### src/design/aotb_pkg.sv
// package for the offset trim bank: register map, field layout, carriers
// assumes one 50 mhz clock domain and a plain 16-bit register port
package aotb_pkg;

  // ----------------------------------------------------------------
  // register map
  // ----------------------------------------------------------------
  localparam int ADDR_W = 12;
  localparam int DATA_W = 16;
  localparam int FIELD_W = 12;
  localparam int NUM_REGS = 6;
  localparam int IDX_W = 3;

  localparam logic [ADDR_W-1:0] CORE_A_DUAL_INPUT_A_OFFSET_ADDR = 12'h344;
  localparam logic [ADDR_W-1:0] CORE_A_DUAL_INPUT_B_OFFSET_ADDR = 12'h346;
  localparam logic [ADDR_W-1:0] CORE_A_SINGLE_INPUT_A_OFFSET_ADDR = 12'h348;
  localparam logic [ADDR_W-1:0] CORE_A_SINGLE_INPUT_B_OFFSET_ADDR = 12'h34a;
  localparam logic [ADDR_W-1:0] CORE_B_INPUT_A_OFFSET_ADDR = 12'h34c;
  localparam logic [ADDR_W-1:0] CORE_B_INPUT_B_OFFSET_ADDR = 12'h34e;

  // register indices inside the bank
  localparam logic [IDX_W-1:0] IDX_A_DUAL_INA = 3'h0;
  localparam logic [IDX_W-1:0] IDX_A_DUAL_INB = 3'h1;
  localparam logic [IDX_W-1:0] IDX_A_SINGLE_INA = 3'h2;
  localparam logic [IDX_W-1:0] IDX_A_SINGLE_INB = 3'h3;
  localparam logic [IDX_W-1:0] IDX_B_INA = 3'h4;
  localparam logic [IDX_W-1:0] IDX_B_INB = 3'h5;

  // ----------------------------------------------------------------
  // field layout and reset values
  // ----------------------------------------------------------------
  localparam int OFFSET_LSB = 0;
  localparam int OFFSET_MSB = 11;
  localparam int RSVD_LSB = 12;
  localparam int RSVD_MSB = 15;
  localparam logic [RSVD_MSB-RSVD_LSB:0] RSVD_RESET = 4'h0;
  localparam logic [FIELD_W-1:0] OFFSET_OFF = 12'h000;
  localparam logic [DATA_W-1:0] RD_IDLE = 16'h0000;

  // ----------------------------------------------------------------
  // carriers
  // ----------------------------------------------------------------
  // operating conditions of the converter cores
  typedef struct packed {
    logic fg_cal_en;
    logic dual_mode;
    logic core_a_input_b;
    logic core_a_phase90;
    logic core_b_input_b;
  } aotb_cond_t;

  // correction handed to one core
  typedef struct packed {
    logic apply;
    logic [FIELD_W-1:0] value;
  } aotb_corr_t;

endpackage

### src/design/aotb_bank.sv
// offset correction trim bank for converter cores a and b
// assumes a register master that keeps to one-cycle strobes, fuse trim
// values that are stable while reset is low, and synchronous conditions
`timescale 1ns/1ps

module aotb_bank #(
  parameter int DATA_W = 16,
  parameter int FIELD_W = 12
) (
  // clock, reset, enable
  input wire logic core_clk_in,
  input wire logic rst_b_in,
  input wire logic ce_in,
  // register port
  input wire logic [aotb_pkg::ADDR_W-1:0] reg_addr_in,
  input wire logic [DATA_W-1:0] reg_wdata_in,
  input wire logic reg_wr_in,
  input wire logic reg_rd_in,
  output logic [DATA_W-1:0] reg_rdata_out,
  // fuse trim defaults, one field per register
  input wire logic [aotb_pkg::NUM_REGS-1:0][FIELD_W-1:0] fuse_trim_in,
  // operating conditions
  input wire aotb_pkg::aotb_cond_t cond_in,
  // corrections to the cores
  output aotb_pkg::aotb_corr_t core_a_corr_out,
  output aotb_pkg::aotb_corr_t core_b_corr_out
);

  // ----------------------------------------------------------------
  // elaboration checks
  // ----------------------------------------------------------------
  if (DATA_W != aotb_pkg::DATA_W) begin : g_chk_data
    $error("data width must match the register layout");
  end
  if (FIELD_W != aotb_pkg::FIELD_W) begin : g_chk_field
    $error("field width must match the register layout");
  end

  // ----------------------------------------------------------------
  // decode
  // ----------------------------------------------------------------
  // maps an address to a bank index; hit is low for unmapped addresses
  function automatic logic [aotb_pkg::IDX_W:0] decode(
    input logic [aotb_pkg::ADDR_W-1:0] addr
  );
    logic [aotb_pkg::IDX_W:0] res;
    res = '0;
    unique case (addr)
      aotb_pkg::CORE_A_DUAL_INPUT_A_OFFSET_ADDR: res = {1'b1, aotb_pkg::IDX_A_DUAL_INA};
      aotb_pkg::CORE_A_DUAL_INPUT_B_OFFSET_ADDR: res = {1'b1, aotb_pkg::IDX_A_DUAL_INB};
      aotb_pkg::CORE_A_SINGLE_INPUT_A_OFFSET_ADDR: res = {1'b1, aotb_pkg::IDX_A_SINGLE_INA};
      aotb_pkg::CORE_A_SINGLE_INPUT_B_OFFSET_ADDR: res = {1'b1, aotb_pkg::IDX_A_SINGLE_INB};
      aotb_pkg::CORE_B_INPUT_A_OFFSET_ADDR: res = {1'b1, aotb_pkg::IDX_B_INA};
      aotb_pkg::CORE_B_INPUT_B_OFFSET_ADDR: res = {1'b1, aotb_pkg::IDX_B_INB};
      default: res = '0;
    endcase
    return res;
  endfunction

  logic [aotb_pkg::IDX_W:0] dec;
  logic hit;
  logic [aotb_pkg::IDX_W-1:0] idx;

  assign dec = decode(reg_addr_in);
  assign hit = dec[aotb_pkg::IDX_W];
  assign idx = dec[aotb_pkg::IDX_W-1:0];

  // ----------------------------------------------------------------
  // register bank
  // ----------------------------------------------------------------
  logic [aotb_pkg::NUM_REGS-1:0][DATA_W-1:0] regs_r;
  logic [aotb_pkg::NUM_REGS-1:0][DATA_W-1:0] regs_nxt;
  logic [DATA_W-1:0] rdata_r;
  logic [DATA_W-1:0] rdata_nxt;

  always_comb begin
    regs_nxt = regs_r;
    rdata_nxt = aotb_pkg::RD_IDLE;
    if (!rst_b_in) begin
      for (int i = 0; i < aotb_pkg::NUM_REGS; i++) begin
        regs_nxt[i] = {aotb_pkg::RSVD_RESET, fuse_trim_in[i]};
      end
    end else if (ce_in) begin
      if (reg_wr_in && hit) begin
        regs_nxt[idx] = reg_wdata_in;
      end
      if (reg_rd_in && hit) begin
        rdata_nxt = regs_r[idx];
      end
    end else begin
      rdata_nxt = rdata_r;
    end
  end

  always_ff @(posedge core_clk_in) begin
    regs_r <= regs_nxt;
    rdata_r <= rdata_nxt;
  end

  assign reg_rdata_out = rdata_r;

  // ----------------------------------------------------------------
  // correction select
  // ----------------------------------------------------------------
  aotb_pkg::aotb_corr_t corr_a_r;
  aotb_pkg::aotb_corr_t corr_a_nxt;
  aotb_pkg::aotb_corr_t corr_b_r;
  aotb_pkg::aotb_corr_t corr_b_nxt;
  logic [aotb_pkg::IDX_W-1:0] sel_a;
  logic [aotb_pkg::IDX_W-1:0] sel_b;
  logic use_90;

  always_comb begin
    // the 90 degree phase only steers input b; input a follows the channel mode
    use_90 = !cond_in.dual_mode || cond_in.core_a_phase90;
    if (cond_in.core_a_input_b) begin
      sel_a = use_90 ? aotb_pkg::IDX_A_SINGLE_INB
                     : aotb_pkg::IDX_A_DUAL_INB;
    end else begin
      sel_a = cond_in.dual_mode ? aotb_pkg::IDX_A_DUAL_INA
                                : aotb_pkg::IDX_A_SINGLE_INA;
    end
    sel_b = cond_in.core_b_input_b ? aotb_pkg::IDX_B_INB
                                   : aotb_pkg::IDX_B_INA;
    corr_a_nxt = corr_a_r;
    corr_b_nxt = corr_b_r;
    if (!rst_b_in) begin
      corr_a_nxt = '0;
      corr_b_nxt = '0;
    end else if (ce_in) begin
      corr_a_nxt.apply = cond_in.fg_cal_en;
      corr_b_nxt.apply = cond_in.fg_cal_en;
      // reserved bits are dropped here
      corr_a_nxt.value = cond_in.fg_cal_en
        ? regs_r[sel_a][aotb_pkg::OFFSET_MSB:aotb_pkg::OFFSET_LSB]
        : aotb_pkg::OFFSET_OFF;
      corr_b_nxt.value = cond_in.fg_cal_en
        ? regs_r[sel_b][aotb_pkg::OFFSET_MSB:aotb_pkg::OFFSET_LSB]
        : aotb_pkg::OFFSET_OFF;
    end
  end

  always_ff @(posedge core_clk_in) begin
    corr_a_r <= corr_a_nxt;
    corr_b_r <= corr_b_nxt;
  end

  assign core_a_corr_out = corr_a_r;
  assign core_b_corr_out = corr_b_r;
endmodule

### config.mk
export PLATFORM = sky130hd
export DESIGN_NAME = aotb_bank
export DESIGN_NICKNAME = d
export VERILOG_FILES = /design/src/design/aotb_pkg.sv /design/src/design/aotb_bank.sv
export SDC_FILE = /design/constraint.sdc
export NUM_CORES = 1
export LEC_CHECK = 0
export ABC_AREA = 1
export BUFFER_PORTS_ARGS = -buffer_cell sky130_fd_sc_hd__buf_2
export CAP_MARGIN = 20
export CORE_ASPECT_RATIO = 1.5
export CORE_MARGIN = 5
export CORE_UTILIZATION = 59
export CTS_CLUSTER_DIAMETER = 200
export DETAILED_ROUTE_END_ITERATION = 8
export PLACE_DENSITY = 0.95
export SLEW_MARGIN = 20
export SYNTH_ARGS = -nofsm -noshare
export SYNTH_HDL_FRONTEND = slang
export SYNTH_SLANG_ARGS = --single-unit
### constraint.sdc
create_clock -name core_clk_in -period 4.7 [get_ports core_clk_in]
set_input_delay 1.175 -clock core_clk_in [delete_from_list [all_inputs] [get_ports core_clk_in]]
set_output_delay 1.175 -clock core_clk_in [all_outputs]
set_load 0.1 [all_outputs]
==> flow_summary.yaml <==
outcome:
  status: "complete, no violations"
routing:
  drc: 0
  ant_nets: 0
  routed_via_density: 5.84
  wl_per_cell_um: 18.8
  top_layer: "met4"
  met2_length_um: 10800
  wl_met1_um: 7620
  first_pass_iters: 6
  met3_length_um: 2040
  drt_iter0_drc: 972
  wirelength_um: 21700
  vias: 6756
pwr:
  power.density_mw_per_mm2: 361
  p_sw_frac: 0.265
  peakVddDrop_uv: 292
  combPwrFrac: 0.115
  p_clk_frac: 0.428
  p_switching_mw: 0.793
  internal-power_mw: 2.20
  pwr-share-seq: 0.456
  power.leakage_nw: 3.58
global_routing:
  grt_max_degree: 74
  grt_pass1_wl_um: 33100
  grt.overflow.total: 0
  antenna_found_initial: 0
  grt_pass1_vias: 6429
  grt_usage: 0.303
synth:
  synth_seq_area_share: 0.490
  syn_area_mm2: 0.00707
  synthDistinctLibCells: 36
  synth-seq-cells: 137
  async_flop_share: 0
  synth_edf_count: 72
  synth_warnings: 0
  syn_area_per_cell_um2: 8.10
  syn_inst: 872
  synthFlopType: "edfxtp_1"
  synth_fp_nets: 982
timing:
  fin_crit_sh: 0.676
  hold_viol_final: 0
  maxSlewHeadroom: 0.354
  worstMarginPinSlew_ns: 0.967
  setup_violations: 0
  setup_tns_ns: 0
  timing.final.crit_period_ns: 3.18
  fin_worst_skew_ns: 0.00844
  drv_slew: 0
  rsz0062_at_grt: "no"
  max_freq_ghz: 0.315
floorplan:
  die_area_mm2: 0.0143
  die_w_um: 99.4
  dieHeight_um: 144
  initial_utilization: 0.594
  coreArea_mm2: 0.0119
  rows: 49
  boundaryPins: 152
cells_and_area:
  drive_above_1_share: 0.230
  layout.nets: 1100
  n_antenna_cell: 0
  fill_cells: 929
  area.growth.synth_to_final_pct: 17.4
  fin_area_mm2: 0.00829
  final_cell_mix: "nand2_1 (205), buf_2 (151), o21ai_0 (96)"
  final_common_cell: "nand2_1"
critical_path:
  arrival_ns: 3.23
  cp-end-kind: "flop"
  path_class: "in -> reg"
  cp-start-kind: "input port"
  max_stage_delay_ns: 0.43
  slowest_stage: "nand2_1"
  crit_top_cell: "nand2_2"
  crit_buf_inv: 3
  critPathRequiredTime_ns: 4.75
  path_cells: "buf_2, nor2_1, nand2_2, nor2_4, buf_4, nand2_2, nor2_8, inv_2, nand2_1"
  crit_family: "simple AND/OR/NAND/NOR gates"
  worstPathMaxFanout: 29
cts:
  clkLatencyLatePin_ns: 0.42
  cts.sinks: 137
  cts-root-buf: "clkbuf_16"
  cts_inserted_buffers: 17
  htree_num_levels: 4
  cts.clk_slew.worst_paths_ns: 0.06
  postCtsSetupBuffers: 0
  cts_tree: "done"
  hold_buffers: 0
  clockBufferDepth: 2
  cts_resized: 0
worst_hold_path:
  hold_path.class: "reg -> reg"
placed_design:
  dp_hpwl_um: 15600
  placed_cell_area_mm2: 0.00771
  io_buffer_count: 151
  gp_congestion: 0.970
flow_run:
  max_cap_violations: 0
## final cells by class
class	count	area (µm²)	share of cell area
repair buffers	156	793	0.0957
clock inverters	8	56.3	0.00679
clock buffers	24	523	0.0631
inverters	64	248	0.0299
flip-flops and latches	137	3460	0.418
well taps	153	191	0.0231
multi-input cells	614	3020	0.364
## through the flow
| step | hold WS (ns) | std cells | utilization | total power [mW] | setup slack [ns] |
|---|---|---|---|---|---|
| 5_1_grt | 0.486 | 1156 | 0.697 | 3.08 | 1.35 |
| 4_1_cts | 0.461 | 1156 | 0.697 | 2.98 | 1.57 |
| 3_3_place_gp | 0.450 | 1124 | 0.648 | 1.71 | 1.27 |
| 6_report | 0.460 | 1156 | 0.697 | 2.99 | 1.52 |
| 3_5_place_dp | 0.452 | 1124 | 0.648 | 1.72 | 1.13 |
| 2_1_floorplan | 0.499 | 872 | - | 1.60 | 1.88 |
## logic make-up after synthesis
group                  count (synthesis)  share of synthesized area
AND/OR/NAND/NOR                      349                      0.216
AO/OA/AOI/OAI                        253                      0.194
flip-flops                           137                      0.490
buffers and inverters                121                     0.0827
multiplexers                          12                     0.0170
## Yosys cell counts, types with 2 or more instances
| master | n | area (µm²) |
|---|---|---|
| buf_4 | 3 | 22.5 |
| a21oi_2 | 2 | 17.5 |
| nor2_4 | 5 | 56.3 |
| buf_6 | 12 | 135 |
| o21ai_1 | 54 | 270 |
| mux2i_1 | 12 | 120 |
| nand2_4 | 2 | 22.5 |
| o21ai_0 | 96 | 480 |
| inv_1 | 51 | 191 |
| nand3_4 | 3 | 52.6 |
| buf_2 | 8 | 40.0 |
| nor2_8 | 2 | 40.0 |
| nand2_2 | 2 | 12.5 |
| clkbuf_1 | 32 | 120 |
| edfxtp_1 | 72 | 2160 |
| dfxtp_1 | 65 | 1300 |
| nand3_1 | 19 | 95.1 |
| nand4_1 | 18 | 113 |
| o21bai_1 | 14 | 105 |
| nand2_1 | 205 | 769 |
| inv_2 | 9 | 33.8 |
| a21oi_1 | 74 | 370 |
| nor2_1 | 90 | 338 |
| o21ai_2 | 9 | 78.8 |
| inv_4 | 2 | 12.5 |
## power groups by stage
stage,combinational [mW],clock [mW],sequential [mW]
finish,0.345,1.28,1.37
global route,0.369,1.34,1.37
CTS,0.339,1.28,1.36
detailed placement,0.336,0,1.39
global placement,0.329,0,1.38
floorplan,0.149,0,1.45
## worst paths after layout
check | start | to | slack (ns) | cells after the start
setup reg to reg | regs_r[20] | core_a_corr_out[4] | 3.43 | 4
setup / recovery | reg_addr_in[11] | regs_r[36] | 1.52 | 9
hold / removal | reg_rdata_out[2] | reg_rdata_out[2] | 0.46 | 2
hold reg to reg | reg_rdata_out[2] | reg_rdata_out[2] | 0.46 | 2
## flip-flops by register name, indices dropped and copies added (netlist names)
name             cells
regs_r              96
reg_rdata_out       16
core_b_corr_out     13
core_a_corr_out     12
## layer usage
layer | vias up | GRT usage
met5 | - | 0
met4 | 0 | 0.186
met3 | 91 | 0.0569
met2 | 446 | 0.507
met1 | 3057 | 0.360
li1 | 3162 | -
## tightest hold or removal path, stage by stage, from the launching register on
cell,delay (ns)
dfxtp_1,0.30
nand2_1,0.06
a21oi_1,0.05
No activity file was read; power rests on OpenSTA's default activity.
